===== src/hw/cwda_defines.vh =====
// Contract
// - The short word compare subtracts a 16-bit immediate from the chosen register and uses the difference only for the flags.
// - The short word compare never writes the register; only the condition flags change.
// - The short word compare is one byte shorter and one state faster than the general word-immediate compare.
// - After the short word compare, N is set when the difference is negative and Z when it is zero, else each is cleared.
// - After the short word compare, V is set when the 16-bit signed subtraction overflows, else cleared.
// - After the short word compare, C is set when the subtraction borrows, else cleared.
// - The decimal add sums the two register low bytes as two-digit BCD plus C and writes the sum back to the destination.
// - The decimal add keeps N and V as they were.
// - The decimal add sets Z only when Z was already set and the sum is zero, else clears it.
// - The decimal add sets C on a decimal carry out of two digits, else clears it.
// - The decimal add with word size gives an undefined result; only byte size must be correct.
`ifndef CWDA_DEFINES_VH
`define CWDA_DEFINES_VH
`define CWDA_ADDR_CTRL       32'h0000_0000
`define CWDA_ADDR_STAT       32'h0000_0004
`define CWDA_ADDR_FLAGS      32'h0000_0008
`define CWDA_ADDR_REGBASE    32'h0000_0020
`define CWDA_CMPI_PATTERN    5'h09
`define CWDA_BCD_ADD_WITH_CARRY_OP1_TOP    4'hA
`define CWDA_BCD_ADD_WITH_CARRY_OP1_HI     5'h14
`define CWDA_BCD_ADD_WITH_CARRY_OP2        8'hA0
`define CWDA_BCD_ADD_WITH_CARRY_OP3_HI     5'h14
`define CWDA_FLAG_C          0
`define CWDA_FLAG_V          1
`define CWDA_FLAG_Z          2
`define CWDA_FLAG_N          3
`define CWDA_FLAGS_RESET     4'h0
`define CWDA_CMPI_STATES     8'h03
`define CWDA_CMPG_STATES     8'h04
`define CWDA_CMPI_BYTES      8'h03
`define CWDA_CMPG_BYTES      8'h04
`define CWDA_BCD_ADD_WITH_CARRY_STATES     8'h03
`define CWDA_BCD_ADD_WITH_CARRY_BYTES      8'h03
`endif


===== src/hw/cwda_top.v =====
`timescale 1ns/1ps
`include "cwda_defines.vh"
module cwda_top (
    input  wire        hclk,       // CPU clock, 100 MHz
    input  wire        hresetn,    // Asynchronous reset, active low
    input  wire        hsel,       // AHB select
    input  wire [31:0] haddr,      // AHB address
    input  wire [1:0]  htrans,     // AHB transfer type
    input  wire        hwrite,     // AHB write
    input  wire [2:0]  hsize,      // AHB size
    input  wire        hready,     // AHB ready in
    input  wire [31:0] hwdata,     // AHB write data
    output reg  [31:0] hrdata,     // AHB read data
    output wire        hreadyout,  // AHB ready out
    output wire        hresp,      // AHB response
    input  wire [7:0]  ibyte,      // Instruction stream byte
    input  wire        ibyte_vld,  // Instruction byte valid
    output wire        ibyte_rdy,  // Byte accepted
    output reg         busy_ff     // Instruction in progress
);
    // Ten states, one-hot; S_TAKES collects the states that accept a byte
    localparam [9:0] S_IDLE   = 10'h001;
    localparam [9:0] S_CI_H   = 10'h002;
    localparam [9:0] S_CI_L   = 10'h004;
    localparam [9:0] S_CI_EX  = 10'h008;
    localparam [9:0] S_DA_B2  = 10'h010;
    localparam [9:0] S_DA_B3  = 10'h020;
    localparam [9:0] S_DA_EX  = 10'h040;
    localparam [9:0] S_WAIT   = 10'h080;
    localparam [9:0] S_DA_BAD = 10'h100;
    localparam [9:0] S_SKIP   = 10'h200;
    localparam [9:0] S_TAKES  = S_IDLE | S_CI_H | S_CI_L | S_DA_B2 | S_DA_B3;

    // Architectural state
    reg  [15:0] gr_ff [0:7];        // General registers
    reg  [3:0]  flags_ff;           // condition_flags_register: N Z V C
    // Instruction decode state
    reg  [9:0]  state_ff;           // Decoder and executor state
    reg  [2:0]  rd_ff;              // Destination register number
    reg  [2:0]  rs_ff;              // Source register number
    reg         wsize_ff;           // Decimal add was coded with word size
    reg  [15:0] imm_ff;             // Immediate word, high byte first
    reg  [7:0]  states_ff;          // States used by last instruction
    reg  [7:0]  bytes_ff;           // Object bytes of last instruction
    // Bus side state
    reg         enable_ff;          // Software enable for the decoder
    reg  [31:0] aaddr_ff;           // Address of the pending data phase
    reg         awr_ff;             // Pending data phase is a write
    reg         aph_ff;             // A data phase is pending
    // Next values of the decode registers
    reg  [9:0]  nxt_state;
    reg  [3:0]  nxt_flags;
    reg  [2:0]  nxt_rd;
    reg  [2:0]  nxt_rs;
    reg         nxt_wsize;
    reg  [15:0] nxt_imm;
    reg  [7:0]  nxt_states;
    reg  [7:0]  nxt_bytes;
    reg         nxt_busy;
    reg         nxt_gr_we;          // Decimal sum goes to the register file
    reg  [31:0] rd_word;            // Read data for the address phase on the bus
    integer     i;

    // One BCD digit add; returns {carry, digit}
    function [4:0] bcd_digit;
        input [3:0] a;
        input [3:0] b;
        input       ci;
        reg   [4:0] s;
        begin
            s = {1'b0, a} + {1'b0, b} + {4'h0, ci};
            if (s > 5'd9) begin
                s = s + 5'd6;
                bcd_digit = {1'b1, s[3:0]};
            end else begin
                bcd_digit = s;
            end
        end
    endfunction

    // Two-digit decimal add; returns {carry, tens, units}
    function [8:0] bcd_byte;
        input [7:0] a;
        input [7:0] b;
        input       ci;
        reg   [4:0] lo;
        reg   [4:0] hi;
        begin
            // The units carry ripples into the tens digit
            lo       = bcd_digit(a[3:0], b[3:0], ci);
            hi       = bcd_digit(a[7:4], b[7:4], lo[4]);
            bcd_byte = {hi, lo[3:0]};
        end
    endfunction

    // Flags of a - b as {N, Z, V, C}; a borrow is the unsigned carry out
    function [3:0] cmp_word_flags;
        input [15:0] a;
        input [15:0] b;
        reg   [16:0] d;
        begin
            d = {1'b0, a} - {1'b0, b};
            cmp_word_flags[`CWDA_FLAG_N] = d[15];
            cmp_word_flags[`CWDA_FLAG_Z] = (d[15:0] == 16'h0000);
            cmp_word_flags[`CWDA_FLAG_V] = (a[15] != b[15]) && (d[15] != a[15]);
            cmp_word_flags[`CWDA_FLAG_C] = d[16];
        end
    endfunction

    // First byte of the short word compare: 01001 and a register number
    function is_cmpi_first;
        input [7:0] b;
        begin
            is_cmpi_first = (b[7:3] == `CWDA_CMPI_PATTERN);
        end
    endfunction

    // First byte of the decimal add: register direct, size bit, source number
    function is_bcd_add_with_carry_first;
        input [7:0] b;
        begin
            is_bcd_add_with_carry_first = (b[7:4] == `CWDA_BCD_ADD_WITH_CARRY_OP1_TOP);
        end
    endfunction

    // Second byte of the decimal add is a fixed code
    function is_bcd_add_with_carry_second;
        input [7:0] b;
        begin
            is_bcd_add_with_carry_second = (b == `CWDA_BCD_ADD_WITH_CARRY_OP2);
        end
    endfunction

    // Third byte of the decimal add carries the destination number
    function is_bcd_add_with_carry_last;
        input [7:0] b;
        begin
            is_bcd_add_with_carry_last = (b[7:3] == `CWDA_BCD_ADD_WITH_CARRY_OP3_HI);
        end
    endfunction

    // Word window of the eight general registers
    function in_reg_window;
        input [31:0] a;
        begin
            in_reg_window = ((a & 32'hffff_ffe0) == `CWDA_ADDR_REGBASE);
        end
    endfunction

    // Operands and results of the current instruction
    wire [15:0] dst_word  = gr_ff[rd_ff];
    wire [15:0] src_word  = gr_ff[rs_ff];
    wire [3:0]  cmp_flags = cmp_word_flags(dst_word, imm_ff);
    wire [8:0]  bcd_add_with_carry_out  = bcd_byte(dst_word[7:0], src_word[7:0],
                                     flags_ff[`CWDA_FLAG_C]);
    wire [7:0]  dsum      = bcd_add_with_carry_out[7:0];
    wire        dcarry    = bcd_add_with_carry_out[8];

    // Bytes are refused while an instruction executes, retires or is dropped
    assign ibyte_rdy = enable_ff && ((state_ff & S_TAKES) != 10'h000);
    wire take = ibyte_vld && ibyte_rdy;

    // AHB: only whole-word transfers are honoured; the slave never waits
    wire ahb_go  = hsel && hready && htrans[1] && (hsize == 3'b010);
    wire wr_ctrl = aph_ff && awr_ff && (aaddr_ff == `CWDA_ADDR_CTRL);
    wire wr_gr   = aph_ff && awr_ff && in_reg_window(aaddr_ff);
    assign hreadyout = 1'b1;
    assign hresp     = 1'b0;

    // Next state; the states model instruction execution time
    always @* begin
        nxt_state  = state_ff;
        nxt_flags  = flags_ff;
        nxt_rd     = rd_ff;
        nxt_rs     = rs_ff;
        nxt_wsize  = wsize_ff;
        nxt_imm    = imm_ff;
        nxt_states = states_ff;
        nxt_bytes  = bytes_ff;
        nxt_busy   = busy_ff;
        nxt_gr_we  = 1'b0;
        case (state_ff)
            S_IDLE: begin
                // Unknown first bytes are swallowed so a stray byte cannot wedge the decoder
                if (take && is_cmpi_first(ibyte)) begin
                    nxt_rd    = ibyte[2:0];
                    nxt_state = S_CI_H;
                    nxt_busy  = 1'b1;
                end else if (take && is_bcd_add_with_carry_first(ibyte)) begin
                    nxt_rs    = ibyte[2:0];
                    nxt_wsize = ibyte[3];
                    nxt_state = S_DA_B2;
                    nxt_busy  = 1'b1;
                end
            end
            S_CI_H: begin
                if (take) begin
                    nxt_imm   = {ibyte, imm_ff[7:0]};
                    nxt_state = S_CI_L;
                end
            end
            S_CI_L: begin
                if (take) begin
                    nxt_imm   = {imm_ff[15:8], ibyte};
                    nxt_state = S_CI_EX;
                end
            end
            S_CI_EX: begin
                // Only the flags change; there is no write strobe here
                nxt_flags  = cmp_flags;
                nxt_states = `CWDA_CMPI_STATES;
                nxt_bytes  = `CWDA_CMPI_BYTES;
                nxt_state  = S_WAIT;
            end
            S_DA_B2: begin
                if (take) begin
                    nxt_state = is_bcd_add_with_carry_second(ibyte) ? S_DA_B3 : S_SKIP;
                end
            end
            S_DA_B3: begin
                if (take) begin
                    nxt_rd = ibyte[2:0];
                    if (!is_bcd_add_with_carry_last(ibyte)) begin
                        nxt_state = S_SKIP;
                    end else if (wsize_ff) begin
                        nxt_state = S_DA_BAD;
                    end else begin
                        nxt_state = S_DA_EX;
                    end
                end
            end
            S_DA_EX: begin
                // N and V keep their values; Z is sticky across a multi-byte sum
                nxt_flags[`CWDA_FLAG_Z] = flags_ff[`CWDA_FLAG_Z] && (dsum == 8'h00);
                nxt_flags[`CWDA_FLAG_C] = dcarry;
                nxt_gr_we  = 1'b1;
                nxt_states = `CWDA_BCD_ADD_WITH_CARRY_STATES;
                nxt_bytes  = `CWDA_BCD_ADD_WITH_CARRY_BYTES;
                nxt_state  = S_WAIT;
            end
            S_DA_BAD: begin
                // Word size: no defined result, so flags and registers are kept
                nxt_state = S_WAIT;
            end
            S_WAIT: begin
                nxt_busy  = 1'b0;
                nxt_state = S_IDLE;
            end
            S_SKIP: begin
                // A broken instruction is dropped, nothing is written; after a bad second byte its third byte is decoded as a new first byte
                nxt_busy  = 1'b0;
                nxt_state = S_IDLE;
            end
            default: begin
                nxt_state = S_IDLE;
            end
        endcase
    end

    // Decoder registers
    always @(posedge hclk or negedge hresetn) begin
        if (!hresetn) begin
            state_ff  <= S_IDLE;
            flags_ff  <= `CWDA_FLAGS_RESET;
            rd_ff     <= 3'h0;
            rs_ff     <= 3'h0;
            wsize_ff  <= 1'b0;
            imm_ff    <= 16'h0000;
            states_ff <= 8'h00;
            bytes_ff  <= 8'h00;
            busy_ff   <= 1'b0;
        end else begin
            state_ff  <= nxt_state;
            flags_ff  <= nxt_flags;
            rd_ff     <= nxt_rd;
            rs_ff     <= nxt_rs;
            wsize_ff  <= nxt_wsize;
            imm_ff    <= nxt_imm;
            states_ff <= nxt_states;
            bytes_ff  <= nxt_bytes;
            busy_ff   <= nxt_busy;
        end
    end

    // Register file; the compare has no write path into it at all
    // A bus write meeting the decimal write in one cycle is lost: wait for busy low
    always @(posedge hclk or negedge hresetn) begin
        if (!hresetn) begin
            for (i = 0; i < 8; i = i + 1) begin
                gr_ff[i] <= 16'h0000;
            end
        end else if (nxt_gr_we) begin
            // Only the low byte takes the decimal sum; the high byte is kept
            gr_ff[rd_ff] <= {dst_word[15:8], dsum};
        end else if (wr_gr) begin
            gr_ff[aaddr_ff[4:2]] <= hwdata[15:0];
        end
    end

    // Read mux; unmapped reads return zero and the flags word is read-only
    always @* begin
        rd_word = 32'h0000_0000;
        if (haddr == `CWDA_ADDR_CTRL) begin
            rd_word = {31'h0000_0000, enable_ff};
        end else if (haddr == `CWDA_ADDR_STAT) begin
            rd_word = {8'h00, bytes_ff, states_ff, 7'h00, busy_ff};
        end else if (haddr == `CWDA_ADDR_FLAGS) begin
            rd_word = {28'h000_0000, flags_ff};
        end else if (in_reg_window(haddr)) begin
            rd_word = {16'h0000, gr_ff[haddr[4:2]]};
        end
    end

    // AHB slave: capture the address phase, answer in the following data phase
    always @(posedge hclk or negedge hresetn) begin
        if (!hresetn) begin
            aph_ff    <= 1'b0;
            awr_ff    <= 1'b0;
            aaddr_ff  <= 32'h0000_0000;
            enable_ff <= 1'b0;
            hrdata    <= 32'h0000_0000;
        end else begin
            aph_ff <= ahb_go;
            if (ahb_go) begin
                awr_ff   <= hwrite;
                aaddr_ff <= haddr;
            end
            // Registered so the read word stands through the whole data phase
            if (ahb_go && !hwrite) begin
                hrdata <= rd_word;
            end
            if (wr_ctrl) begin
                enable_ff <= hwdata[0];
            end
        end
    end
endmodule // cwda_top


===== config.mk =====
export PLATFORM = sky130hd
export DESIGN_NAME = cwda_top
export DESIGN_NICKNAME = d
export VERILOG_FILES = /design/src/hw/cwda_top.v
export VERILOG_INCLUDE_DIRS = /design/src /design/src/hw
export SDC_FILE = /design/constraint.sdc
export NUM_CORES = 1
export LEC_CHECK = 0
export ABC_AREA = 1
export BUFFER_PORTS_ARGS = -buffer_cell sky130_fd_sc_hd__buf_2
export CELL_PAD_IN_SITES_DETAIL_PLACEMENT = 1
export CELL_PAD_IN_SITES_GLOBAL_PLACEMENT = 1
export CORE_MARGIN = 10
export CORE_UTILIZATION = 40
export DETAILED_ROUTE_END_ITERATION = 10
export MAX_ROUTING_LAYER = met4
export PLACE_DENSITY_LB_ADDON = 0.25
export SYNTH_ARGS = -nofsm -noshare
export SYNTH_HDL_FRONTEND = slang
export SYNTH_SLANG_ARGS = --single-unit

===== constraint.sdc =====
create_clock -name hclk -period 5.1 [get_ports hclk]
set_clock_uncertainty 0.15 [all_clocks]
set_input_delay 1.02 -clock hclk [delete_from_list [all_inputs] [get_ports hclk]]
set_output_delay 1.02 -clock hclk [all_outputs]
set_load 0.05 [all_outputs]

==> impl_table.tex, run 1 <==
\begin{tabular}{lr}
\hline
Metric & Value \\
\hline
\multicolumn{2}{l}{\textbf{Global route}} \\
GR Overflow Total & 0 \\
Largest net degree at the start of global routing & about 110 \\
Vias in the first global route & roughly 15000 \\
Wire length of the first global-routing pass & between 90 and 100 mm \\
Number of antenna violations at the first check in global routing & 3 \\
Overall routing resource usage & between 20\% and 30\% \\
\multicolumn{2}{l}{\textbf{Die}} \\
Row count & 69 \\
DIE HEIGHT & 209 um \\
I/O pins & 119 \\
Die area & around 0.044 mm\^{}2 \\
Initial standard-cell utilization of the core & about two fifths \\
Placeable core region & approximately 0.035 mm\^{}2 \\
Die width & 209 um \\
\multicolumn{2}{l}{\textbf{Synth}} \\
Basic-gate share of the synthesized area counting and, or, nand and nor cells & 27.4\% \\
Synth area leaders & dfrtp\_1 38\%, nand2\_1 13\%, inv\_1 6.9\%, nand3\_1 4.8\%, o21ai\_0 4.6\% \\
Main combinational cell family by area after synthesis & simple AND/OR/NAND/NOR gates \\
Fraction of synthesized cell area in xor and xnor cells & less than 1\% \\
Synthesis-stage register bit count & around 220 \\
Distinct cell type count after synthesis & 57 \\
Syn Inst Count & approximately 2000 \\
Compound-cell area share of the yosys netlist & about 19\% \\
Primary flip-flop cell chosen by synthesis mapping & dfrtp\_1 \\
Cell accounting for the most synthesized area & dfrtp\_1 \\
Adder-cell area share of the yosys netlist & between 2 and 3\% \\
Cell area after technology mapping & $\sim$0.014 mm\^{}2 \\
Most common cell in the synthesized netlist & nand2\_1 \\
Mux share of post-synthesis cell area & less than 1\% \\
Number of synthesized flops with an enable pin & 0 \\
Syn Area/Cell & $\sim$7.2 um\^{}2 \\
Ys async rst share & 100\% \\
Share of the synthesized area in the top cell type & a little under two fifths \\
Fraction of the yosys area taken by sequential cells & approximately two fifths \\
Number of warning messages in the yosys log & 0 \\
Top cell types by occurrence after synthesis & 495 x nand2\_1, 263 x inv\_1, 218 x dfrtp\_1, 156 x nor2\_1, 136 x nand3\_1 \\
\multicolumn{2}{l}{\textbf{STA}} \\
Final Hold Fails & 0 \\
Fin Setup TNS & 0 ns \\
Max-slew headroom & roughly 16\% \\
Actual slew at the worst max-slew pin & between 1 and 1.5 ns \\
Post-route minimum period & approximately 5 ns \\
Final worst setup slack & roughly 0.22 ns \\
Post-route clock period utilization & a little over nine tenths \\
Top achievable clock speed & between 0.2 and 0.25 GHz \\
Number of setup violations in the final report & 0 \\
Number of max-slew violations in the final report & 0 \\
Final hold slack & $\sim$0.33 ns \\
\multicolumn{2}{l}{\textbf{Power and ir drop}} \\
Post-layout power & about 0.010 W \\
Portion of total power attributed to combinational logic & a little over three fifths \\
Fraction of power spent switching nets & slightly above 50\% \\
Static leakage power & $\sim$7.7 nW \\
Proportion of power drawn by the clock network & 18.8\% \\
Worst ir drop on vdd & 0.871 mV \\
Power density cells & roughly 650 mW/mm\^{}2 \\
Net switching power of the design & around 0.0054 W \\
Proportion of power drawn by flip-flops and latches & 18.4\% \\
Total internal power & $\sim$0.0051 W \\
\multicolumn{2}{l}{\textbf{Layout}} \\
Fill count & between 4000 and 5000 \\
Diode count & 0 \\
Fraction of final layout cells sized beyond drive strength 1 & 14.0\% \\
Synth-to-Final Area Change & 13.5\% \\
Non-filler cells, final & 2555 \\
Area of the multi-input gates & $\sim$0.0073 mm\^{}2 \\
Final nets & $\sim$2200 \\
Area used by sequential logic in the layout & $\sim$0.0055 mm\^{}2 \\
\multicolumn{2}{l}{\textbf{Critical path}} \\
Category of the most critical setup path & flop to flop \\
Required time reported for the critical path endpoint & around 5.4 ns \\
Worst-path cell with the longest stage delay & fa\_1 \\
Arrival time of the worst setup path & about 5.2 ns \\
Kind of end point of the critical path & flop \\
Maximum fanout count along the critical path & 5 \\
Startpoint kind of the worst setup timing path & flop \\
Library cell appearing most often on the critical path & nand2\_2 \\
Largest stage delay, worst path & about 0.54 ns \\
\multicolumn{2}{l}{\textbf{Flow run}} \\
MaxCap Viol Count & 0 \\
\multicolumn{2}{l}{\textbf{Place}} \\
Placer congestion estimate & just over 1 \\
I/O Buffers & between 80 and 90 \\
HPWL after detailed placement & approximately 44 mm \\
Post-Place Cells & between 2000 and 3000 \\
Minimum setup slack after placement & -0.0574 ns \\
\multicolumn{2}{l}{\textbf{Run status}} \\
Outcome & finished clean \\
\multicolumn{2}{l}{\textbf{Clock tree}} \\
Clock insertion delay at the later pin of the skew report & 0.56 ns \\
TritonCTS clock tree & done \\
Total number of clock tree sinks & 219 \\
CTS Root Cell & clkbuf\_16 \\
H-tree depth reported by CTS & 1 \\
Num CTS Buffers & 27 \\
Clock slew at the register clock pins of the worst setup and hold paths & roughly 0.060 ns \\
Number of buffers on the longest clock path & 3 \\
\multicolumn{2}{l}{\textbf{Route}} \\
DRT antenna net count & 0 \\
Starting DRT DRC Count & about 1500 \\
Total iterations of the first detailed-routing run & 5 \\
Via count & between 15000 and 20000 \\
DR vias/cell & slightly below 6 \\
Number of remaining DRC errors & 0 \\
Final WL & 62.8 mm \\
Average routed wire per standard cell & between 20 and 25 um \\
\multicolumn{2}{l}{\textbf{Min path}} \\
Hold Path Class & input pin to asynchronous set/reset pin \\
\hline
\end{tabular}
==> final timing paths <==
path                                      startpoint                       to  slack, ns  cells after the start
max in group asynchronous                    hresetn  state_ff[0]$_DFFE_PN1P_       3.27                      2
worst max register to register  rd_ff[1]$_DFFE_PN0P_  flags_ff[2]$_DFFE_PN0P_       0.22                     30
min in group hclk               wsize_ff$_DFFE_PN0P_  state_ff[6]$_DFFE_PN0P_       0.33                      1
worst min register to register  wsize_ff$_DFFE_PN0P_  state_ff[6]$_DFFE_PN0P_       0.33                      1
worst min-delay path                         hresetn  aaddr_ff[8]$_DFFE_PN0P_       0.33                      1
worst max-delay path            rd_ff[1]$_DFFE_PN0P_  flags_ff[2]$_DFFE_PN0P_       0.22                     30
==> cell families after synthesis <==
logic type      after synthesis
other cells                   2
flops                       219
xor+xnor                      5
buf+inv                     385
mux                           4
simple gates                898
fa+ha+maj                    29
compound gates              446
==> area by class of cell <==
type	instances	area share (%)
Clock buffer	38	4.81
Clock inverter	11	0.689
Inverter	290	6.78
Multi-Input combinational cell	1398	44.9
Sequential cell	219	33.9
Tap cell	461	3.57
Timing Repair Buffer	138	5.28
==> repair_timing <==
action	in CTS	in global routing
pin swaps	0	8
buffers inserted	0	2
resized for setup	3	31
cloned	0	0
setup endpoints to repair	15	26
hold buffers	0	0
==> power by group through the flow <==
stage / clock, W / sequential, W / combinational [W]
after detailed placement: 0 / 0.00194 / 0.00599
after global routing: 0.00207 / 0.00193 / 0.00719
final: 0.00197 / 0.00192 / 0.00657
after global placement: 0 / 0.00194 / 0.00584
after CTS: 0.00199 / 0.00191 / 0.00604
after floorplan: 0 / 0.00191 / 0.00368
==> worst max-delay path, delay by kind of cell, from the launching register on <==
| kind | cells | cell delay (ns) |
|---|---|---|
| AND/OR/NAND/NOR | 16 | 1.36 |
| adder cells (fa/ha/maj) | 5 | 2.05 |
| AO/OA/AOI/OAI | 2 | 0.26 |
| buffers and inverters | 7 | 0.49 |
| flip-flops | 1 | 0.45 |
==> sequential cells by signal (all words and copies together), names as in the netlist <==
signal and count:
busy_ff 1, rs_ff 3, aph_ff 1, awr_ff 1, wsize_ff 1, state_ff 10, enable_ff 1, hrdata 17
rd_ff 3, gr_ff 128, aaddr_ff 32, imm_ff 16, states_ff 1, flags_ff 4
==> stage by stage <==
| step | area [um^2] | utilization [%] |
|---|---|---|
| 2_1_floorplan | 14300 | - |
| 3_3_place_gp | 15200 | 43.0 |
| 3_5_place_dp | 15200 | 43.0 |
| 4_1_cts | 16100 | 45.5 |
| 5_1_grt | 16200 | 45.8 |
| 6_report | 16200 | 45.8 |
==> cell usage in the layout, fill, tap and decap left out, types with 50 or more instances in the layout <==
master	instances
nand2_1	484
dfrtp_1	215
o22ai_1	67
buf_2	84
buf_4	50
inv_1	259
nand3_1	132
a21oi_1	76
o21ai_0	132
nor2_1	153
==> per-layer routing <==
| metal | GRT usage [%] | wire length [um] | up-vias | part of all wire (%) |
|---|---|---|---|---|
| met5 | - | 0 | - | 0 |
| met2 | 42.9 | 27700 | 677 | 44 |
| met3 | 5.38 | 5640 | 170 | 9.0 |
| met4 | 11.5 | 2670 | 0 | 4.3 |
| li1 | - | - | 6815 | - |
| met1 | 37.5 | 26800 | 7506 | 43 |
Note: power is estimated with default switching activity, not from simulation.
==> run 2, diff against run 1 <==
--- a/config.mk
+++ b/config.mk
@@ -11,7 +11,7 @@
 export CELL_PAD_IN_SITES_DETAIL_PLACEMENT = 1
 export CELL_PAD_IN_SITES_GLOBAL_PLACEMENT = 1
 export CORE_MARGIN = 10
-export CORE_UTILIZATION = 40
+export CORE_UTILIZATION = 48
 export DETAILED_ROUTE_END_ITERATION = 10
 export MAX_ROUTING_LAYER = met4
 export PLACE_DENSITY_LB_ADDON = 0.25
==> constraint.sdc (replaced) <==
create_clock -name hclk -period 5.8 [get_ports hclk]
set_clock_uncertainty 0.15 [all_clocks]
set_input_delay 1.16 -clock hclk [delete_from_list [all_inputs] [get_ports hclk]]
set_output_delay 1.16 -clock hclk [all_outputs]
set_load 0.05 [all_outputs]
==> impl_table.tex, run 2 (synthesis gave the netlist of run 1 again) <==
\begin{tabular}{lr}
\hline
Metric & Value \\
\hline
\multicolumn{2}{l}{\textbf{Global route}} \\
Largest net degree at the start of global routing & 124 (was 112) \\
GR Overflow Total & 0 (unchanged) \\
Number of antenna violations at the first check in global routing & 1 (was 3) \\
Wire length of the first global-routing pass & 95.7 mm (was 95.0 mm) \\
Overall routing resource usage & 34.7\% (was 28.6\%) \\
Vias in the first global route & 16100 (was 15400) \\
\multicolumn{2}{l}{\textbf{Critical path}} \\
Worst reg2reg startpoint & rd\_ff[2]\$\_DFFE\_PN0P\_ (was rd\_ff[1]\$\_DFFE\_PN0P\_) \\
Required time reported for the critical path endpoint & 6.14 ns (was 5.40 ns) \\
Kind of end point of the critical path & flop (unchanged) \\
Launch point of the worst path & rd\_ff[2]\$\_DFFE\_PN0P\_ (was rd\_ff[1]\$\_DFFE\_PN0P\_) \\
Largest stage delay, worst path & 0.65 ns (was 0.54 ns) \\
Maximum fanout count along the critical path & 5 (unchanged) \\
Count of buffering cells on the critical path with inverters included & 8 (was 7) \\
Category of the most critical setup path & flop to flop (unchanged) \\
Library cell appearing most often on the critical path & nand2\_1 (was nand2\_2) \\
Arrival time of the worst setup path & 5.77 ns (was 5.18 ns) \\
Worst-path cell with the longest stage delay & fa\_1 (unchanged) \\
Gate family responsible for the most delay along the worst path & adder cells (unchanged) \\
Startpoint kind of the worst setup timing path & flop (unchanged) \\
\multicolumn{2}{l}{\textbf{STA}} \\
Post-route clock period utilization & 93.6\% (was 95.7\%) \\
Number of max-slew violations in the final report & 0 (unchanged) \\
Final Hold Fails & 0 (unchanged) \\
Top achievable clock speed & 0.184 GHz (was 0.205 GHz) \\
Fin Setup TNS & 0 ns (unchanged) \\
Max-slew headroom & 22.6\% (was 15.9\%) \\
Actual slew at the worst max-slew pin & 1.15 ns (was 1.26 ns) \\
RSZ-0062 raised after global routing & no \\
Number of setup violations in the final report & 0 (unchanged) \\
Post-route minimum period & 5.43 ns (was 4.88 ns) \\
\multicolumn{2}{l}{\textbf{Die}} \\
Initial standard-cell utilization of the core & 48.3\% (was 40.3\%) \\
Row count & 63 (was 69) \\
Die area & 0.0370 mm\^{}2 (was 0.0436 mm\^{}2) \\
Die width & 192 um (was 209 um) \\
DIE HEIGHT & 192 um (was 209 um) \\
Placeable core region & 0.0295 mm\^{}2 (was 0.0353 mm\^{}2) \\
I/O pins & 119 (unchanged) \\
\multicolumn{2}{l}{\textbf{Clock tree}} \\
Total number of clock tree sinks & 219 (unchanged) \\
Number of buffers on the longest clock path & 3 (unchanged) \\
Clock insertion delay at the later pin of the skew report & 0.56 ns (about the same) \\
Cts hold-fix bufs & 0 (unchanged) \\
Clock slew at the register clock pins of the worst setup and hold paths & 0.06 ns (about the same) \\
TritonCTS clock tree & done (unchanged) \\
Num CTS Buffers & 27 (unchanged) \\
CTS Root Cell & clkbuf\_16 (unchanged) \\
H-tree depth reported by CTS & 1 (unchanged) \\
\multicolumn{2}{l}{\textbf{Layout}} \\
Registers with the most flip-flops & gr\_ff: 128 flops, aaddr\_ff: 32 flops, hrdata: 17 flops (unchanged) \\
Non-filler cells, final & 2473 (was 2555) \\
Final nets & 2173 (was 2186) \\
Register bank with the most flops & gr\_ff (unchanged) \\
Highest-count cells in the layout ignoring fill and taps & 495 x nand2\_1, 263 x inv\_1, 216 x dfrtp\_1, 155 x nor2\_1, 135 x nand3\_1 (was 484 x nand2\_1, 259 x inv\_1, 215 x dfrtp\_1, 153 x nor2\_1) \\
Fraction of final layout cells sized beyond drive strength 1 & 12.2\% (was 14.0\%) \\
Fill count & 3846 (was 4544) \\
Max FFs per register & 128 (unchanged) \\
Synth-to-Final Area Change & 11.7\% (was 13.5\%) \\
Leading cell type in the layout, fill and taps excluded & nand2\_1 (unchanged) \\
\multicolumn{2}{l}{\textbf{Run status}} \\
Outcome & finished clean (unchanged) \\
\multicolumn{2}{l}{\textbf{Route}} \\
Total iterations of the first detailed-routing run & 5 (unchanged) \\
Final WL & 63.3 mm (was 62.8 mm) \\
Starting DRT DRC Count & 1669 (was 1487) \\
DR vias/cell & 6.23 (was 5.94) \\
Number of remaining DRC errors & 0 (unchanged) \\
DRT antenna net count & 0 (unchanged) \\
Average routed wire per standard cell & 25.6 um (was 24.6 um) \\
Via count & 15400 (was 15200) \\
\multicolumn{2}{l}{\textbf{Power and ir drop}} \\
Worst ir drop on vdd & 0.949 mV (was 0.871 mV) \\
Power density cells & 548 mW/mm\^{}2 (was 647 mW/mm\^{}2) \\
Static leakage power & 7.63 nW (was 7.70 nW) \\
\multicolumn{2}{l}{\textbf{Place}} \\
HPWL after detailed placement & 44.5 mm (was 44.3 mm) \\
Post-Place Cells & 2422 (was 2504) \\
Placer congestion estimate & 0.998 (was 1.01) \\
I/O Buffers & 85 (unchanged) \\
\multicolumn{2}{l}{\textbf{Min path}} \\
Hold Path Class & flop to flop (was input pin to asynchronous set/reset pin) \\
Hold path startpoint & wsize\_ff\$\_DFFE\_PN0P\_ \\
\multicolumn{2}{l}{\textbf{Flow run}} \\
MaxCap Viol Count & 0 (unchanged) \\
\hline
\end{tabular}
-- run 2: cell types whose count changed in the layout (fill, tap and decap cells not counted), sizes merged --
cell,before,now
buf,138,125
clkbuf,38,42
clkinv,12,9
clkinvlp,1,0
diode,0,1
inv,286,287
-- run 2: path summary, 6_finish.rpt --
| path | endpoint | slack (ns) | cells after the start |
|---|---|---|---|
| setup reg to reg | flags_ff[2]$_DFFE_PN0P_ | 0.37 | 29 |
| max in group asynchronous | gr_ff[53]$_DFFE_PN0P_ | 3.82 | 2 |
| hold / removal | state_ff[6]$_DFFE_PN0P_ | 0.32 | 1 |
| hold reg to reg | state_ff[6]$_DFFE_PN0P_ | 0.32 | 1 |
| setup / recovery | flags_ff[2]$_DFFE_PN0P_ | 0.37 | 29 |
| min in group asynchronous | aaddr_ff[13]$_DFFE_PN0P_ | 0.50 | 1 |
-- run 2: power breakdown --
group          internal, W  switching [W]
logic              0.00148        0.00382
registers          0.00161      0.0000775
clock network      0.00103       0.000705
-- run 2: per-stage QoR --
step	hold slack [ns]	util [%]	instance area (um^2)	total power [W]	worst slack, ns
4_1_cts	0.310	53.9	15900	0.00858	0.151
3_5_place_dp	0.301	50.9	15000	0.00681	0.199
2_1_floorplan	0.274	-	14300	0.00492	0.977
5_1_grt	0.343	54.0	15900	0.00928	0.0153
3_3_place_gp	0.291	50.9	15000	0.00665	0.366
6_report	0.315	54.0	15900	0.00873	0.371
-- run 2: repair_timing --
action | 4_1_cts | 5_1_grt
buffers inserted | 0 | 0
resized for setup | 0 | 4
endpoints found under the setup margin | 0 | 22
-- run 2: cell type report --
| type | instances | area (um^2) | share of cell area, % |
|---|---|---|---|
| inverter | 290 | 1090 | 6.84 |
| tap | 390 | 488 | 3.07 |
| sequential | 219 | 5480 | 34.5 |
| clock buffer | 42 | 802 | 5.04 |
| multi-input combinational | 1398 | 7210 | 45.3 |
| antenna | 1 | 2.50 | 0.0157 |
| clock inverter | 8 | 93.8 | 0.590 |
| timing repair buffer | 125 | 748 | 4.70 |
-- run 2: routing by layer --
layer  up-vias  part of all wire, %  GRT usage [%]
li1       6758                    -              -
met1      7588                   40           43.7
met2       832                   44           53.1
met3       224                   10           7.19
met4         0                  4.9           15.6
met5         -                    0              -
